$ cat src/tmc_consts.svh
// timing counts and reset values for the transmitter mute control
`ifndef TMC_CONSTS_SVH
`define TMC_CONSTS_SVH
`define TMC_CLK_HZ 25000000
`define TMC_CLK_PERIOD_NS 40
`define TMC_RESET_PULSE_MS 2000
`define TMC_RESET_PULSE_CYC ((`TMC_RESET_PULSE_MS * (`TMC_CLK_HZ / 1000)))
`define TMC_DEBOUNCE_US 1000
`define TMC_DEBOUNCE_CYC ((`TMC_DEBOUNCE_US * (`TMC_CLK_HZ / 1000000)))
`define TMC_LATCH_RESET_VAL 1'b1
`define TMC_SYNC_STAGES 3
`endif

$ cat src/tmc_pkg.sv
// types shared by the transmitter mute control
package tmc_pkg;
  typedef enum logic [1:0] {TMC_KEY_TX, TMC_KEY_PTT, TMC_KEY_VOX} tmc_key_e;
  typedef struct packed {
    logic ampFaultN;
    logic reducedPower;
    logic pressel;
    logic speechDetect;
    logic resetReq;
    logic lockLossN;
  } tmc_pins_s;
  typedef struct packed {
    logic muteCmd;
    logic resetLamp;
    logic reducedPowerLamp;
    logic resetPulse;
  } tmc_out_s;
endpackage

$ cat src/tmc_mute_control.sv
// transmitter mute control: fault latch, reset one-shot, keying mute
`timescale 1ns/1ps
`include "tmc_consts.svh"
module tmc_mute_control
  import tmc_pkg::*;
#(
  parameter int RESET_PULSE_CYC = `TMC_RESET_PULSE_CYC,
  parameter int DEBOUNCE_CYC = `TMC_DEBOUNCE_CYC
) (
  // clock and reset
  input wire logic ref_clk,
  input wire logic rst,
  // amplifier status and front-panel pins
  input wire tmc_pins_s pins,
  // keying source selector and voice-mode flag
  input wire tmc_key_e keySelect,
  input wire logic voiceMode,
  // indicators and mute command
  output tmc_out_s outs
);
  localparam int PW = $clog2(RESET_PULSE_CYC + 1);
  if (RESET_PULSE_CYC < 2) begin : gBadPulse
    $error("reset pulse count too small");
  end

  ////////////////////////////////////////////////////////////////////////
  // input conditioning
  logic ampFaultNF, reducedPowerF, presselF, speechF, resetReqF;
  logic lockS1_r, lockS2_r, lockS3_r;

  tmc_input_filter #(.DEBOUNCE_CYC(DEBOUNCE_CYC), .RESET_VAL(1'b1)) uFault (
    .ref_clk(ref_clk), .rst(rst), .pinIn(pins.ampFaultN), .levelOut(ampFaultNF));
  tmc_input_filter #(.DEBOUNCE_CYC(DEBOUNCE_CYC), .RESET_VAL(1'b0)) uRedPwr (
    .ref_clk(ref_clk), .rst(rst), .pinIn(pins.reducedPower), .levelOut(reducedPowerF));
  tmc_input_filter #(.DEBOUNCE_CYC(DEBOUNCE_CYC), .RESET_VAL(1'b0)) uPressel (
    .ref_clk(ref_clk), .rst(rst), .pinIn(pins.pressel), .levelOut(presselF));
  tmc_input_filter #(.DEBOUNCE_CYC(DEBOUNCE_CYC), .RESET_VAL(1'b0)) uSpeech (
    .ref_clk(ref_clk), .rst(rst), .pinIn(pins.speechDetect), .levelOut(speechF));
  tmc_input_filter #(.DEBOUNCE_CYC(DEBOUNCE_CYC), .RESET_VAL(1'b0)) uReset (
    .ref_clk(ref_clk), .rst(rst), .pinIn(pins.resetReq), .levelOut(resetReqF));

  // lock loss is a short pulse, so no debounce: it would be filtered away
  always_ff @(posedge ref_clk or posedge rst) begin
    if (rst) begin
      lockS1_r <= 1'b1;
      lockS2_r <= 1'b1;
      lockS3_r <= 1'b1;
    end else begin
      lockS1_r <= pins.lockLossN;
      lockS2_r <= lockS1_r;
      lockS3_r <= lockS2_r;
    end
  end
  wire lockLoss = !lockS2_r && !lockS3_r;
  wire ampFault = !ampFaultNF;

  ////////////////////////////////////////////////////////////////////////
  // reset one-shot
  logic resetReqD_r;
  logic [PW-1:0] pulseCnt_r;
  wire resetRise = resetReqF && !resetReqD_r;
  wire pulseActive = (pulseCnt_r != '0);

  always_ff @(posedge ref_clk or posedge rst) begin
    if (rst) begin
      resetReqD_r <= 1'b0;
      pulseCnt_r <= '0;
    end else begin
      resetReqD_r <= resetReqF;
      if (resetRise && !pulseActive) begin
        pulseCnt_r <= PW'(RESET_PULSE_CYC);
      end else if (pulseActive) begin
        pulseCnt_r <= pulseCnt_r - PW'(1);
      end
    end
  end

  ////////////////////////////////////////////////////////////////////////
  // fault latch
  logic faultLatch_r;
  wire faultSet = ampFault || lockLoss;
  // clear is held by the pulse; a standing fault re-sets, so set wins
  logic faultLatch_nxt;
  assign faultLatch_nxt = faultSet ? 1'b1 : (pulseActive ? 1'b0 : faultLatch_r);

  always_ff @(posedge ref_clk or posedge rst) begin
    if (rst) begin
      faultLatch_r <= `TMC_LATCH_RESET_VAL;
    end else begin
      faultLatch_r <= faultLatch_nxt;
    end
  end

  ////////////////////////////////////////////////////////////////////////
  // mute combine gate
  // pressel released mutes
  wire presselMute = (keySelect == TMC_KEY_PTT) && !presselF;
  wire voxMute = (keySelect == TMC_KEY_VOX) && voiceMode && !speechF;
  logic muteCmd_r, resetLamp_r, redPwrLamp_r, resetPulse_r;

  always_ff @(posedge ref_clk or posedge rst) begin
    if (rst) begin
      muteCmd_r <= 1'b1;
      resetLamp_r <= 1'b1;
      redPwrLamp_r <= 1'b0;
      resetPulse_r <= 1'b0;
    end else begin
      muteCmd_r <= faultLatch_nxt || presselMute || voxMute;
      resetLamp_r <= faultLatch_nxt;
      redPwrLamp_r <= reducedPowerF;
      resetPulse_r <= pulseActive;
    end
  end

  // one packed word keeps the output struct to a single driver
  assign outs = {muteCmd_r, resetLamp_r, redPwrLamp_r, resetPulse_r};

  ////////////////////////////////////////////////////////////////////////
  // checks: latch and lamp
  // latch lights lamp
  chk_latch_lamp_mute: assert property (@(posedge ref_clk) disable iff (rst)
    faultLatch_r |-> (outs.resetLamp && outs.muteCmd))
    else $error("latch set but lamp or mute missing");
  chk_fault_sets: assert property (@(posedge ref_clk) disable iff (rst)
    ampFault |=> (faultLatch_r && outs.resetLamp))
    else $error("fault did not set latch");
  chk_set_wins: assert property (@(posedge ref_clk) disable iff (rst)
    (faultSet && pulseActive) |=> faultLatch_r)
    else $error("standing fault lost to reset pulse");
  chk_latch_holds_set: assert property (@(posedge ref_clk) disable iff (rst)
    (faultLatch_r && !pulseActive) |=> faultLatch_r)
    else $error("latch dropped without reset pulse");
  chk_clear_needs_pulse: assert property (@(posedge ref_clk) disable iff (rst)
    $fell(faultLatch_r) |-> $past(pulseActive))
    else $error("latch cleared without reset pulse");
  chk_lock_sets: assert property (@(posedge ref_clk) disable iff (rst)
    lockLoss |=> (faultLatch_r && outs.muteCmd))
    else $error("lock loss did not set latch");

  ////////////////////////////////////////////////////////////////////////
  // checks: indicators and keying
  // lamp follows input
  chk_redpwr_follow: assert property (@(posedge ref_clk) disable iff (rst)
    ##1 (outs.reducedPowerLamp == $past(reducedPowerF)))
    else $error("reduced power lamp mismatch");
  chk_redpwr_off: assert property (@(posedge ref_clk) disable iff (rst)
    !reducedPowerF |=> !outs.reducedPowerLamp)
    else $error("reduced power lamp stayed lit");
  chk_ptt_mute: assert property (@(posedge ref_clk) disable iff (rst)
    (keySelect == TMC_KEY_PTT && !presselF) |=> outs.muteCmd)
    else $error("pressel released but not muted");
  chk_ptt_unmute: assert property (@(posedge ref_clk) disable iff (rst)
    (keySelect == TMC_KEY_PTT && presselF && !faultLatch_nxt) |=> !outs.muteCmd)
    else $error("pressel held but still muted");
  chk_vox_mute: assert property (@(posedge ref_clk) disable iff (rst)
    (keySelect == TMC_KEY_VOX && voiceMode && !speechF) |=> outs.muteCmd)
    else $error("no speech but not muted");
  chk_vox_unmute: assert property (@(posedge ref_clk) disable iff (rst)
    (keySelect == TMC_KEY_VOX && speechF && !faultLatch_nxt) |=> !outs.muteCmd)
    else $error("speech present but still muted");
  chk_tx_no_key: assert property (@(posedge ref_clk) disable iff (rst)
    (keySelect == TMC_KEY_TX && !faultLatch_nxt) |=> !outs.muteCmd)
    else $error("muted with plain keying selected");
  chk_mute_or: assert property (@(posedge ref_clk) disable iff (rst)
    (!faultLatch_nxt && !presselMute && !voxMute) |=> !outs.muteCmd)
    else $error("muted with no request");
  chk_mute_any: assert property (@(posedge ref_clk) disable iff (rst)
    (faultLatch_nxt || presselMute || voxMute) |=> outs.muteCmd)
    else $error("request present but not muted");

  ////////////////////////////////////////////////////////////////////////
  // checks: reset one-shot
  // pulse loads count
  chk_pulse_start: assert property (@(posedge ref_clk) disable iff (rst)
    (resetRise && !pulseActive) |=> (pulseCnt_r == PW'(RESET_PULSE_CYC)))
    else $error("reset pulse did not start");
  chk_pulse_no_retrig: assert property (@(posedge ref_clk) disable iff (rst)
    (resetRise && pulseActive) |=> (pulseCnt_r != PW'(RESET_PULSE_CYC)))
    else $error("reset pulse retriggered");
  chk_pulse_out: assert property (@(posedge ref_clk) disable iff (rst)
    pulseActive |=> outs.resetPulse)
    else $error("pulse running but not shown");
  chk_pulse_ends: assert property (@(posedge ref_clk) disable iff (rst)
    (pulseCnt_r == PW'(1)) |=> !pulseActive ##1 !outs.resetPulse)
    else $error("reset pulse overran");
  chk_pulse_clears: assert property (@(posedge ref_clk) disable iff (rst)
    (pulseActive && !faultSet) |=> (!faultLatch_r && !outs.resetLamp))
    else $error("pulse did not clear latch");
endmodule

$ cat src/tmc_input_filter.sv
// three-stage synchroniser plus hold-off debounce for one pin
`timescale 1ns/1ps
`include "tmc_consts.svh"
module tmc_input_filter #(
  parameter int DEBOUNCE_CYC = `TMC_DEBOUNCE_CYC,
  parameter logic RESET_VAL = 1'b0
) (
  // clock and reset
  input wire logic ref_clk,
  input wire logic rst,
  // pin and filtered level
  input wire logic pinIn,
  output logic levelOut
);
  localparam int CW = $clog2(DEBOUNCE_CYC + 1);
  if (DEBOUNCE_CYC < 1) begin : gBadDebounce
    $error("debounce count must be at least one");
  end
  logic s1_r, s2_r, s3_r, level_r;
  logic [CW-1:0] cnt_r;
  wire agree = (s2_r == s3_r);
  wire differ = agree && (s3_r != level_r);
  wire done = (cnt_r == CW'(DEBOUNCE_CYC - 1));
  always_ff @(posedge ref_clk or posedge rst) begin
    if (rst) begin
      s1_r <= RESET_VAL;
      s2_r <= RESET_VAL;
      s3_r <= RESET_VAL;
    end else begin
      s1_r <= pinIn;
      s2_r <= s1_r;
      s3_r <= s2_r;
    end
  end
  // a level must hold steady the whole debounce span before it counts
  always_ff @(posedge ref_clk or posedge rst) begin
    if (rst) begin
      cnt_r <= '0;
      level_r <= RESET_VAL;
    end else if (!differ) begin
      cnt_r <= '0;
    end else if (done) begin
      cnt_r <= '0;
      level_r <= s3_r;
    end else begin
      cnt_r <= cnt_r + CW'(1);
    end
  end
  assign levelOut = level_r;
  chk_filter_settled: assert property (@(posedge ref_clk) disable iff (rst)
    $changed(level_r) |-> ($past(done) && (level_r == $past(s3_r))))
    else $error("filtered level changed before debounce span");
endmodule

$ cat config.mk
export PLATFORM = sky130hd
export DESIGN_NAME = tmc_mute_control
export DESIGN_NICKNAME = d
export VERILOG_FILES = /design/src/tmc_pkg.sv /design/src/tmc_mute_control.sv /design/src/tmc_input_filter.sv
export VERILOG_INCLUDE_DIRS = /design/src /design/src/src
export SDC_FILE = /design/constraint.sdc
export NUM_CORES = 1
export LEC_CHECK = 0
export BUFFER_PORTS_ARGS = -buffer_cell sky130_fd_sc_hd__buf_4
export CAP_MARGIN = 10
export CORE_ASPECT_RATIO = 1.2
export CORE_UTILIZATION = 50
export CTS_BUF_LIST = sky130_fd_sc_hd__clkbuf_4 sky130_fd_sc_hd__clkbuf_8 sky130_fd_sc_hd__clkbuf_16
export CTS_CLUSTER_DIAMETER = 50
export CTS_CLUSTER_SIZE = 8
export DETAILED_ROUTE_END_ITERATION = 10
export PLACE_DENSITY = 0.77
export SKIP_LAST_GASP = 1
export SYNTH_ARGS = -nofsm -noshare
export SYNTH_HDL_FRONTEND = slang
export SYNTH_HIERARCHICAL = 1
export SYNTH_SLANG_ARGS = --single-unit
export TNS_END_PERCENT = 30
$ cat constraint.sdc
create_clock -name ref_clk -period 3.3 [get_ports ref_clk]
set_input_delay 0.66 -clock ref_clk [delete_from_list [all_inputs] [get_ports ref_clk]]
set_output_delay 0.66 -clock ref_clk [all_outputs]
set_load 0.05 [all_outputs]
### After elaboration in Yosys (flattened, before gate mapping)

Index checks and enable logic that the tools add are counted.

* output and inout port bits: 4
* word-level logic and storage cells: 99
* register bits after elaboration: 129

* multiplexer cells: 14
* add/sub/neg operators: 6
* eq/ne operators: 17
* reduce and logical (&&, ||, !) cells: 28

Operators with widths (count)
* $mux W15: 10
* $add A15 B1 Y15 const B: 5
* $eq A15 B15 Y1 const B: 5
* $mux W26: 2
* $reduce_bool A26 Y1: 1
* $sub A26 B1 Y26 const B: 1
* $logic_and A1 B1 Y1: 11
* $reduce_and A2 Y1: 5
* $logic_not A1 Y1: 7
* $eq A1 B1 Y1: 5
* $ne A1 B1 Y1: 5
* $logic_or A1 B1 Y1: 3
* $eq A2 B1 Y1 const B: 1
* $eq A2 B2 Y1 const B: 1
* $mux W1: 2
* $reduce_bool A2 Y1: 1

### Longest topological paths before layout

Gate-level depths: netlist of the first run.

* word-level depth: 6
* gate-level depth with buffers: 9

### Modules after synthesis

Netlist of the first run, hierarchy kept.

By module, submodules not included
* tmc_input_filter (uPressel ...): cells an instance 86, area each 884.6 um^2, instances 4
* tmc_mute_control: cells an instance 148, area each 1647.8 um^2, instances 1
* tmc_input_filter (uFault): cells an instance 86, area each 889.6 um^2, instances 1

### Worst setup path before layout of the first run

No wires, ideal clock.

* path kind: register -> register
* start point: register pulseCnt_r[0]
* end point: register pulseCnt_r[1]
* setup slack: 0.730 ns
* arrival: 2.496 ns
* cell stages (with the launch flop): 9
* required time: 3.226 ns
* setup time: 0.074 ns
* cell sequence: dfrtp_1 -> inv_1 -> ha_1 -> or4b_4 -> or4_4 -> buf_6 -> or3_4 -> or3_1 -> o21ai_2

* longest elaborated chain between the ends: 4
* elaborated cells between the ends (all ways): 7
* those cells by class: add/sub (1); mux (2); reduce/logical (4)

Ends and longest elaborated chain
* from (decl): line tmc_mute_control.sv:60 `logic [PW-1:0] pulseCnt_r;`
* from (signal assigned): line tmc_mute_control.sv:71 `pulseCnt_r <= PW'(RESET_PULSE_CYC);`
* from (signal assigned): line tmc_mute_control.sv:73 `pulseCnt_r <= pulseCnt_r - PW'(1);`
* parallel branches: the longest is 4 deep, another holds $sub A26 B1 Y26

Parallel ways; which one is timed is not known. The select of a mux whose other input is x is not followed.
A chain may end at the register's enable or synchronous reset.

### Final worst setup path of the first run

* start point: register pulseCnt_r[0]
* end point: register pulseCnt_r[11]

The elaborated chain is that of the path after synthesis.

==> results of run 1 <==
==> cell families (layout without fill, tap and decap cells) <==
family	after synthesis	in the layout	share of synthesized area
muxes	2	2	0.00350
DFF	129	129	0.533
and+or+nand+nor	282	282	0.245
buffers and inverters	43	74	0.0408
adders and majority gates	6	6	0.0124
AOI/OAI and AO/OA	36	36	0.0498
xor gates and xnor gates	80	80	0.115
==> cells in the mapped netlist (2+ instances only) <==
master	n	area (um^2)
sky130_fd_sc_hd__buf_6	2	22.5
sky130_fd_sc_hd__nand2b_1	6	37.5
sky130_fd_sc_hd__nor3b_1	5	37.5
sky130_fd_sc_hd__nor3_1	34	170
sky130_fd_sc_hd__ha_1	6	75.1
sky130_fd_sc_hd__clkbuf_1	7	26.3
sky130_fd_sc_hd__xnor2_1	54	473
sky130_fd_sc_hd__and3_2	5	37.5
sky130_fd_sc_hd__buf_8	5	75.1
sky130_fd_sc_hd__o31ai_1	2	15.0
sky130_fd_sc_hd__a21oi_1	4	20.0
sky130_fd_sc_hd__dfrtp_1	120	3000
sky130_fd_sc_hd__nand4_1	21	131
sky130_fd_sc_hd__nor4_1	17	106
sky130_fd_sc_hd__o211ai_1	5	37.5
sky130_fd_sc_hd__dfstp_2	9	236
sky130_fd_sc_hd__or4bb_1	5	56.3
sky130_fd_sc_hd__nor2_1	107	402
sky130_fd_sc_hd__o21ai_0	9	45.0
sky130_fd_sc_hd__or3_1	7	43.8
sky130_fd_sc_hd__nand3_1	26	130
sky130_fd_sc_hd__o21ai_4	5	81.3
sky130_fd_sc_hd__nand2_1	24	90.1
sky130_fd_sc_hd__xor2_1	26	228
sky130_fd_sc_hd__or4_4	6	67.6
sky130_fd_sc_hd__or4_1	9	67.6
sky130_fd_sc_hd__a211oi_2	2	25.0
sky130_fd_sc_hd__inv_1	25	93.8
sky130_fd_sc_hd__buf_4	4	30.0
==> final timing paths <==
path                          startpoint              to  slack [ps]  cells past startpoint
hold / removal               uReset/s1_r     uReset/s2_r         340                      0
setup / recovery           pulseCnt_r[0]  pulseCnt_r[11]         640                      8
hold reg to reg              uReset/s1_r     uReset/s2_r         340                      0
setup reg to reg           pulseCnt_r[0]  pulseCnt_r[11]         640                      8
min in group asynchronous            rst  pulseCnt_r[24]         410                      3
max in group asynchronous            rst   uPressel/s2_r        2400                      2
==> placed cells by master (no fill, tap or decap), types with 2 or more instances in the layout <==
master	netlist	final
sky130_fd_sc_hd__clkbuf_16	0	17
sky130_fd_sc_hd__or4_1	9	9
sky130_fd_sc_hd__and3_2	5	5
sky130_fd_sc_hd__or4_4	6	6
sky130_fd_sc_hd__o211ai_1	5	5
sky130_fd_sc_hd__buf_4	4	17
sky130_fd_sc_hd__nand2_1	24	24
sky130_fd_sc_hd__inv_1	25	25
sky130_fd_sc_hd__ha_1	6	6
sky130_fd_sc_hd__nor2_1	107	107
sky130_fd_sc_hd__dfrtp_1	120	120
sky130_fd_sc_hd__dfstp_2	9	9
sky130_fd_sc_hd__clkinv_2	0	4
sky130_fd_sc_hd__nand2b_1	6	6
sky130_fd_sc_hd__xnor2_1	54	54
sky130_fd_sc_hd__or4bb_1	5	5
sky130_fd_sc_hd__bufinv_16	0	4
sky130_fd_sc_hd__o31ai_1	2	2
sky130_fd_sc_hd__nor3_1	34	34
sky130_fd_sc_hd__nand4_1	21	21
sky130_fd_sc_hd__nor3b_1	5	5
sky130_fd_sc_hd__or3_1	7	7
sky130_fd_sc_hd__nand3_1	26	26
sky130_fd_sc_hd__clkinvlp_4	0	4
sky130_fd_sc_hd__nor4_1	17	17
sky130_fd_sc_hd__o21ai_4	5	5
sky130_fd_sc_hd__xor2_1	26	26
sky130_fd_sc_hd__a211oi_2	2	2
sky130_fd_sc_hd__a21oi_1	4	4
sky130_fd_sc_hd__o21ai_0	9	9
==> sequential cells by signal (all words and copies together) (netlist names), 15 cells and up <==
name            count
uSpeech/cnt_r      15
uRedPwr/cnt_r      15
uFault/cnt_r       15
uPressel/cnt_r     15
uReset/cnt_r       15
pulseCnt_r         26
==> power breakdown <==
group	leakage, nW	switching, mW	internal (mW)
Clock	0.298	0.681	1.28
Sequential	1.74	0.0126	1.60
Combinational	0.910	0.0575	0.0194
==> worst max-delay path, stage by stage, from the launching register on <==
cell,delay (ps)
sky130_fd_sc_hd__dfrtp_1,400
sky130_fd_sc_hd__inv_1,70
sky130_fd_sc_hd__ha_1,190
sky130_fd_sc_hd__or4b_4,480
sky130_fd_sc_hd__or4_4,610
sky130_fd_sc_hd__nor3_4,300
sky130_fd_sc_hd__buf_4,250
sky130_fd_sc_hd__nor4_1,80
sky130_fd_sc_hd__xor2_1,150
==> metrics by stage <==
stage / utilization / setup slack, ps / instances / area [um^2] / total power [mW]
4_1_cts: 0.589 / 628 / 766 / 6870 / 3.70
6_report: 0.589 / 638 / 766 / 6870 / 3.65
5_1_grt: 0.589 / 511 / 766 / 6870 / 3.77
3_3_place_gp: 0.535 / 695 / 734 / 6250 / 1.72
2_1_floorplan: - / 730 / 578 / 6080 / 1.70
3_5_place_dp: 0.535 / 641 / 734 / 6250 / 1.72
==> final cells by class <==
cell class / count / area [um^2]
inverter: 25 / 93.8
sequential: 129 / 3240
tap: 157 / 196
fill: 961 / 4800
clock buffer: 18 / 439
multi-input combinational: 406 / 2590
timing repair buffer: 17 / 128
clock inverter: 14 / 188
==> layer usage <==
metal  vias up  track usage  part of all wire
met2        75        0.314              0.52
met4         0       0.0911             0.011
met5         -            0                 0
met3        10       0.0518             0.027
met1      2055        0.256              0.45
li1       2031            -                 -
==> key figures, run 1 <==
Outcome
  – Outcome: complete, no violations

Route
  – Number of DRC violations after detailed-routing iteration 0: 254
  – Number of design rule violations left after detail routing: 0
  – Overall via count from detail_route: 4,171
  – Detailed-route vias per instance: 5.45
  – Average wire per standard cell: 14.5 um
  – Final ANT Viol Nets: 0
  – Number of detailed-routing iterations run before antenna repair: 4
  – Final wirelength: 11,100 um

Timing
  – Number of setup violations in the final report: 0
  – Final worst path period share: 0.807
  – Hold violation count in the final report: 0
  – Final hold slack: 345 ps
  – F_max: 376 MHz
  – Aggregate negative setup slack: 0 ps
  – Max-slew violations: 0
  – Final Skew: 5.39 ps
  – Max-slew headroom: 0.513
  – Tmin final: 2660 ps
  – RSZ-0062 raised after global routing: false
  – Slew at the pin closest to its max-slew limit: 730 ps

Global routing
  – Gr ovfl total: 0
  – Vias in the first global route: 4,217
  – Initial antenna violation count: 0
  – GR Util All Layers: 0.199
  – Wire length of the first global-routing pass: 19,300 um
  – Maximum number of pins on one net before global-route repair: 35

Cells and area
  – Count of nets after finishing: 613
  – Synth-to-Final Area Change: 13.1%
  – Ant. Diodes: 0
  – Fraction of layout cells with a size suffix above 1: 0.140

Die
  – Row cnt: 43
  – Number of ports placed on the die boundary: 15
  – Starting density of the core: 0.520
  – Die W: 103 um
  – DIE AREA: 12,600 um^2
  – Area of the core: 11,700 um^2
  – Die height: 123 um

Worst setup path
  – Element type at the critical path start: register
  – Required @ worst endpoint: 3580 ps
  – Arrival time at the worst endpoint: 2940 ps
  – Critical path fanouts, max: 12
  – Critical path class: register to register
  – CP endpoint kind: register

Clocking
  – Clock sink total: 129
  – Maximum buffer depth of the clock tree: 2
  – CTS tree: done
  – Clk pin slew, worst setup/hold paths: 50 ps
  – Clock H-tree levels: 4
  – Setup Fix Bufs, Post-CTS: 0
  – Clock latency at the later pin of the worst-skew pair: 410 ps
  – Number of buffers inserted for hold repair after clock tree synthesis: 0
  – Number of clock buffers inserted by TritonCTS: 17
  – Root buffer selected by CTS: sky130_fd_sc_hd__clkbuf_16
  – Number of gates given a new drive strength after cts: 0

Worst hold path
  – Worst min-delay path category: register to register

Synth
  – Synth Net Count: 595
  – Dominant synthesized flop cell: sky130_fd_sc_hd__dfrtp_1
  – Flip-flop and latch count after synthesis: 129
  – Post-Syn Area per Cell: 10.5 um^2
  – Gate count after technology mapping: 578
  – Post-synthesis sequential area ratio: 0.533
  – Number of warnings reported in the yosys synthesis log: 6
  – Post-synth ARST share: 1.00
  – Synthesized area: 6080 um^2
  – Number of enable flip-flop cells after synthesis: 0
  – Unique cell type count in the Yosys netlist: 50

Power
  – Max IR drop VDD: 0.390 mV
  – Power Density: 532 nW/um^2
  – LEAKAGE: 2.95 nW

Placement
  – RD Place Congestion: 0.817
  – Number of I/O port buffers: 14
  – Detailed Place HPWL: 7210 um

Job
  – Maximum capacitance violations: 0
No activity file was read; power rests on OpenSTA's default activity.
==> run 2: changes to the inputs <==
Settings changed: PLACE_DENSITY 0.77 to 0.8.
Clock period 3.3 ns to 2.3 ns, I/O delays scaled along.
==> run 2 against run 1 <==
Compared with the run above:
- the flow now finishes with violations (negative setup slack)
- routed wire length increased by 9.6%
- setup slack worse by 790 ps
- largest power group unchanged
- count of clock-buffer cells in the layout rose by 4
- critical endpoint is now pulseCnt_r[8]
==> key figures, run 2 (synthesis results as in run 1) <==
Global routing
  – Maximum number of pins on one net before global-route repair: 34
  – Vias in the first global route: 4,496
  – Initial antenna violation count: 0
  – Wire length of the first global-routing pass: 20,300 um
  – Gr ovfl total: 0
  – GR Util All Layers: 0.211

Worst setup path
  – Critical path fanouts, max: 6
  – Most Frequent Cell on Critical Path: sky130_fd_sc_hd__buf_6
  – Worst reg2reg startpoint: pulseCnt_r[1]
  – Critical-path top delay cell: sky130_fd_sc_hd__or4b_4
  – Worst reg2reg endpoint: pulseCnt_r[8]
  – Critical path class: register to register
  – Element type at the critical path start: register
  – Slack of the worst reg-to-reg path: -150 ps
  – CP endpoint kind: register
  – Arrival time at the worst endpoint: 2750 ps
  – FF-to-FF path depth: 10
  – Required @ worst endpoint: 2600 ps
  – End point of the critical path: pulseCnt_r[8]
  – Origin of the worst setup path: pulseCnt_r[1]
  – Number of buffer and inverter instances along the worst setup path: 4
  – Critical path cell sequence: inv_2 -> ha_4 -> or4b_4 -> or4_4 -> buf_6 -> nor3_4 -> buf_4 -> buf_6 -> nor2_1 -> xor2_1
  – Top Family by Delay on Critical Path: simple AND/OR/NAND/NOR gates
  – Slowest cell delay on critical path: 470 ps
  – Number of cells on the critical path: 10

Route
  – Final ANT Viol Nets: 0
  – Average wire per standard cell: 15.2 um
  – Final wirelength: 12,200 um
  – Overall via count from detail_route: 4,407
  – Number of detailed-routing iterations run before antenna repair: 5
  – Number of design rule violations left after detail routing: 0
  – Detailed-route vias per instance: 5.52
  – Number of DRC violations after detailed-routing iteration 0: 224

Cells and area
  – Share of the core filled with cells: 0.617
  – Max reg flops: 26
  – Count of nets after finishing: 646
  – Fraction of layout cells with a size suffix above 1: 0.198
  – Final non-filler cell total: 799
  – Largest register by flop count: pulseCnt_r
  – Ant. Diodes: 0
  – Total of fill cells in the finished design: 900
  – Leading cell type in the layout, fill and taps excluded: sky130_fd_sc_hd__dfrtp_1
  – Synth-to-Final Area Change: 18.6%
  – Most frequent cells in the layout: 120 x sky130_fd_sc_hd__dfrtp_1, 106 x sky130_fd_sc_hd__nor2_1, 54 x sky130_fd_sc_hd__xnor2_1

Timing
  – Final Skew: 8.10 ps
  – Slew at the pin closest to its max-slew limit: 717 ps
  – RSZ-0062 raised after global routing: true
  – Max-slew headroom: 0.522
  – Hold violation count in the final report: 0
  – Number of setup violations in the final report: 26
  – Final worst path period share: 1.07
  – Worst Setup Slack, final: -152 ps
  – Tmin final: 2450 ps
  – Max-slew violations: 0
  – F_max: 408 MHz

Power
  – Power Density: 720 nW/um^2
  – LEAKAGE: 3.14 nW
  – Overall power: 5.19 mW
  – Max IR drop VDD: 0.410 mV

Die
  – DIE AREA: 12,600 um^2
  – Die height: 123 um
  – Starting density of the core: 0.520
  – Row cnt: 43
  – Area of the core: 11,700 um^2
  – Number of ports placed on the die boundary: 15
  – Die W: 103 um

Placement
  – Placed cell count: 760
  – Number of I/O port buffers: 14
  – Dpl ws: -123 ps
  – RD Place Congestion: 0.822
  – Detailed Place HPWL: 7820 um

Clocking
  – CTS tree: done
  – Clk pin slew, worst setup/hold paths: 60 ps
  – Maximum buffer depth of the clock tree: 2
  – Number of clock buffers inserted by TritonCTS: 17
  – Clock latency at the later pin of the worst-skew pair: 420 ps
  – Clock sink total: 129
  – Root buffer selected by CTS: sky130_fd_sc_hd__clkbuf_16
  – Clock H-tree levels: 4

Worst hold path
  – Hold Path Depth: 1
  – Worst min-delay path category: input pin to register

Outcome
  – Violations in the final reports: negative setup slack
  – Outcome: finished, violations left

Job
  – Maximum capacitance violations: 0
-- run 2: cell count changes in the layout (fill, tap and decap cells not counted), moves of 2 or more --
cell | previous run | this run
sky130_fd_sc_hd__nor4_1 | 17 | 13
sky130_fd_sc_hd__nor4_4 | 1 | 3
sky130_fd_sc_hd__buf_4 | 17 | 45
sky130_fd_sc_hd__clkbuf_8 | 1 | 4
sky130_fd_sc_hd__clkinvlp_4 | 4 | 1
sky130_fd_sc_hd__nor4_2 | 0 | 2
sky130_fd_sc_hd__buf_6 | 0 | 4
-- run 2: power breakdown --
| group | internal, mW | leakage [nW] | switching (mW) |
|---|---|---|---|
| Clock | 1.82 | 0.309 | 0.940 |
| Sequential | 2.30 | 1.74 | 0.0192 |
| Combinational | 0.0285 | 1.09 | 0.0806 |
-- run 2: worst min path at each step --
stage / from / to / slack [ps]
after CTS: pins[2] / uSpeech/s1_r / 130
after floorplan: uPressel/s1_r / uPressel/s2_r / 330
after global placement: uPressel/s1_r / uPressel/s2_r / 340
final: pins[2] / uSpeech/s1_r / 150
after global routing: pins[2] / uSpeech/s1_r / 130
after detailed placement: uReset/s1_r / uReset/s2_r / 330
-- run 2: metal layers --
layer / GRT usage / vias up / part of all wire
met4: 0.104 / 0 / 0.022
met5: 0 / - / 0
li1: - / 2090 / -
met3: 0.0501 / 23 / 0.025
met1: 0.246 / 2220 / 0.42
met2: 0.359 / 74 / 0.54
-- run 2: repair_timing --
action                                 in CTS  in global routing
hold buffers                                1                  0
gates resized for setup                     2                 13
pin swaps                                   2                  3
setup endpoints to repair                  23                 27
endpoints found under the hold margin       1                  0
gates cloned                                0                  1
setup buffers                               2                  3
-- run 2: area by class of cell --
cell class / instances / area (um^2) / area share
flip-flops and latches: 129 / 3240 / 0.449
multi-input cells: 406 / 2670 / 0.370
clock buffers: 22 / 488 / 0.0677
repair buffers: 50 / 393 / 0.0545
well taps: 157 / 196 / 0.0273
clock inverters: 10 / 131 / 0.0182
inverters: 25 / 93.8 / 0.0130
-- run 2: through the flow --
stage	hold slack (ps)	area [um^2]	setup TNS [ps]
finish	148	7210	-2130
global route	130	7210	-3370
CTS	132	7110	-1510
detailed placement	335	6460	-1270
global placement	336	6460	-536
floorplan	331	6090	-985
==> run 3: changes to the inputs <==
Settings changed: REMOVE_ABC_BUFFERS from default to 1.
==> run 3 against run 2 <==
Compared with the run above:
- the run still ends with negative setup slack left
- maximum frequency is 0.84% higher
- sequential share of layout area is 0.11 points lower
- final cell count is 0.25% lower
- non-clock buffer count stayed put
- die area stayed put
- clock skew is 1.3 ps higher
- final area is 0.24% higher
- setup slack better by 21 ps
- critical path depth is 1 lower
- clock power is 6% higher
- combinational power hardly changed
- sequential power hardly changed
- critical path type unchanged
- critical endpoint is now pulseCnt_r[9]
- largest cell class unchanged
==> key figures, run 3 (synthesis results as in run 1) <==
Clocking
  – Number of clock buffers inserted by TritonCTS: 17
  – Clock latency at the later pin of the worst-skew pair: 420 ps
  – Number of buffers inserted for hold repair after clock tree synthesis: 0
  – Clock sink total: 129
  – Root buffer selected by CTS: sky130_fd_sc_hd__clkbuf_16
  – CTS tree: done
  – Clock H-tree levels: 4
  – Maximum buffer depth of the clock tree: 2
  – Clk pin slew, worst setup/hold paths: 50 ps

Cells and area
  – Leading cell type in the layout, fill and taps excluded: sky130_fd_sc_hd__dfrtp_1
  – Largest register by flop count: pulseCnt_r
  – Max reg flops: 26
  – Count of nets after finishing: 646
  – Final standard cell area without fillers: 7230 um^2
  – Ant. Diodes: 0
  – Most frequent cells in the layout: 120 x sky130_fd_sc_hd__dfrtp_1, 107 x sky130_fd_sc_hd__nor2_1, 54 x sky130_fd_sc_hd__xnor2_1
  – Fraction of layout cells with a size suffix above 1: 0.195
  – Synth-to-Final Area Change: 18.9%

Timing
  – Max-slew headroom: 0.516
  – Worst Setup Slack, final: -131 ps
  – Tmin final: 2430 ps
  – RSZ-0062 raised after global routing: true
  – Aggregate negative setup slack: -2100 ps
  – Number of setup violations in the final report: 26
  – Slew at the pin closest to its max-slew limit: 726 ps
  – Max-slew violations: 0
  – F_max: 411 MHz
  – Hold violation count in the final report: 0
  – Final Skew: 9.40 ps
  – Final worst path period share: 1.06

Worst setup path
  – CP endpoint kind: register
  – Critical path fanouts, max: 7
  – Critical-path top delay cell: sky130_fd_sc_hd__or4b_4
  – Critical path class: register to register
  – Arrival time at the worst endpoint: 2710 ps
  – Element type at the critical path start: register
  – Slowest cell delay on critical path: 460 ps
  – Critical path cell sequence: inv_2 -> ha_4 -> or4b_4 -> or4_4 -> buf_12 -> nor3_4 -> buf_6 -> nor4_2 -> xor2_1
  – Required @ worst endpoint: 2580 ps

Die
  – Die W: 103 um
  – Area of the core: 11,700 um^2
  – Number of ports placed on the die boundary: 15
  – Row cnt: 43
  – DIE AREA: 12,600 um^2
  – Starting density of the core: 0.520
  – Die height: 123 um

Power
  – Register share of total power: 0.434
  – Switching power as a share of total power: 0.195
  – Combinational power share: 0.021
  – Design internal power: 4.30 mW
  – Power Density: 740 nW/um^2
  – Max IR drop VDD: 0.471 mV
  – Fraction of power consumed by the clock network: 0.545
  – Net switching power figure: 1.04 mW
  – LEAKAGE: 3.16 nW
  – Overall power: 5.35 mW

Global routing
  – Initial antenna violation count: 0
  – GR Util All Layers: 0.229
  – Gr ovfl total: 0
  – Vias in the first global route: 4,702
  – Maximum number of pins on one net before global-route repair: 35
  – Wire length of the first global-routing pass: 21,700 um

Route
  – Final wirelength: 12,900 um
  – Number of DRC violations after detailed-routing iteration 0: 277
  – Number of design rule violations left after detail routing: 0
  – Detailed-route vias per instance: 5.57
  – Overall via count from detail_route: 4,441
  – Final ANT Viol Nets: 0
  – Number of detailed-routing iterations run before antenna repair: 4
  – Average wire per standard cell: 16.2 um

Job
  – Maximum capacitance violations: 0

Outcome
  – Violations in the final reports: negative setup slack
  – Outcome: finished, violations left

Placement
  – Placed cell area: 6460 um^2
  – Number of I/O port buffers: 14
  – RD Place Congestion: 0.858
  – Detailed Place HPWL: 7990 um

Worst hold path
  – Worst min-delay path category: input pin to register
run 3: power groups by stage:
stage                     clock, mW  combinational (mW)  sequential, mW
after floorplan                   0              0.0724            2.35
after global placement            0               0.108            2.36
after detailed placement          0               0.113            2.36
after CTS                      2.96               0.114            2.32
after global routing           3.08               0.128            2.32
final                          2.92               0.110            2.32
run 3: worst max-delay path: cells and delay by family (launching register included):
family                   cells  cell delay [ps]
flip-flops                   1              390
AND/OR/NAND/NOR              4             1210
XOR/XNOR                     1              140
adder cells (fa/ha/maj)      1              130
buffers and inverters        3              420
run 3: path summary, 6_finish.rpt:
path / startpoint / end / slack, ps / cells past startpoint
min in group asynchronous: rst / pulseCnt_r[24] / 200 / 3
worst max-delay path: pulseCnt_r[1] / pulseCnt_r[9] / -130 / 9
worst min-delay path: pins[2] / uSpeech/s1_r / 150 / 1
max in group asynchronous: rst / uPressel/levelOut / 1620 / 2
worst max register to register: pulseCnt_r[1] / pulseCnt_r[9] / -130 / 9
worst min register to register: uRedPwr/s1_r / uRedPwr/s2_r / 360 / 0
run 3: final cells by class:
class	instances	area [um^2]
clock buffers	20	460
inverters	25	93.8
clock inverters	10	184
fillers	888	4450
multi-input cells	406	2650
flip-flops and latches	129	3240
well taps	157	196
repair buffers	50	403
run 3: routing by layer:
metal  routed length [um]  GRT usage  up-vias
met3                  423     0.0609       39
met1                 5160      0.257     2216
met2                 6910      0.388       99
met5                    0          0        -
met4                  430      0.131        0
li1                     -          -     2087
run 3: metrics by stage:
step / hold slack (ps) / setup slack [ps] / util / std cells
2_1_floorplan: 331 / -234 / - / 560
3_3_place_gp: 332 / -118 / 0.553 / 761
3_5_place_dp: 345 / -225 / 0.553 / 761
4_1_cts: 138 / -197 / 0.616 / 796
5_1_grt: 130 / -213 / 0.619 / 797
6_report: 152 / -131 / 0.619 / 797
run 3: timing repair:
action,4_1_cts,5_1_grt
endpoints found under the setup margin,27,28
gates resized for setup,13,4
pin swaps,4,5
setup buffers,5,1
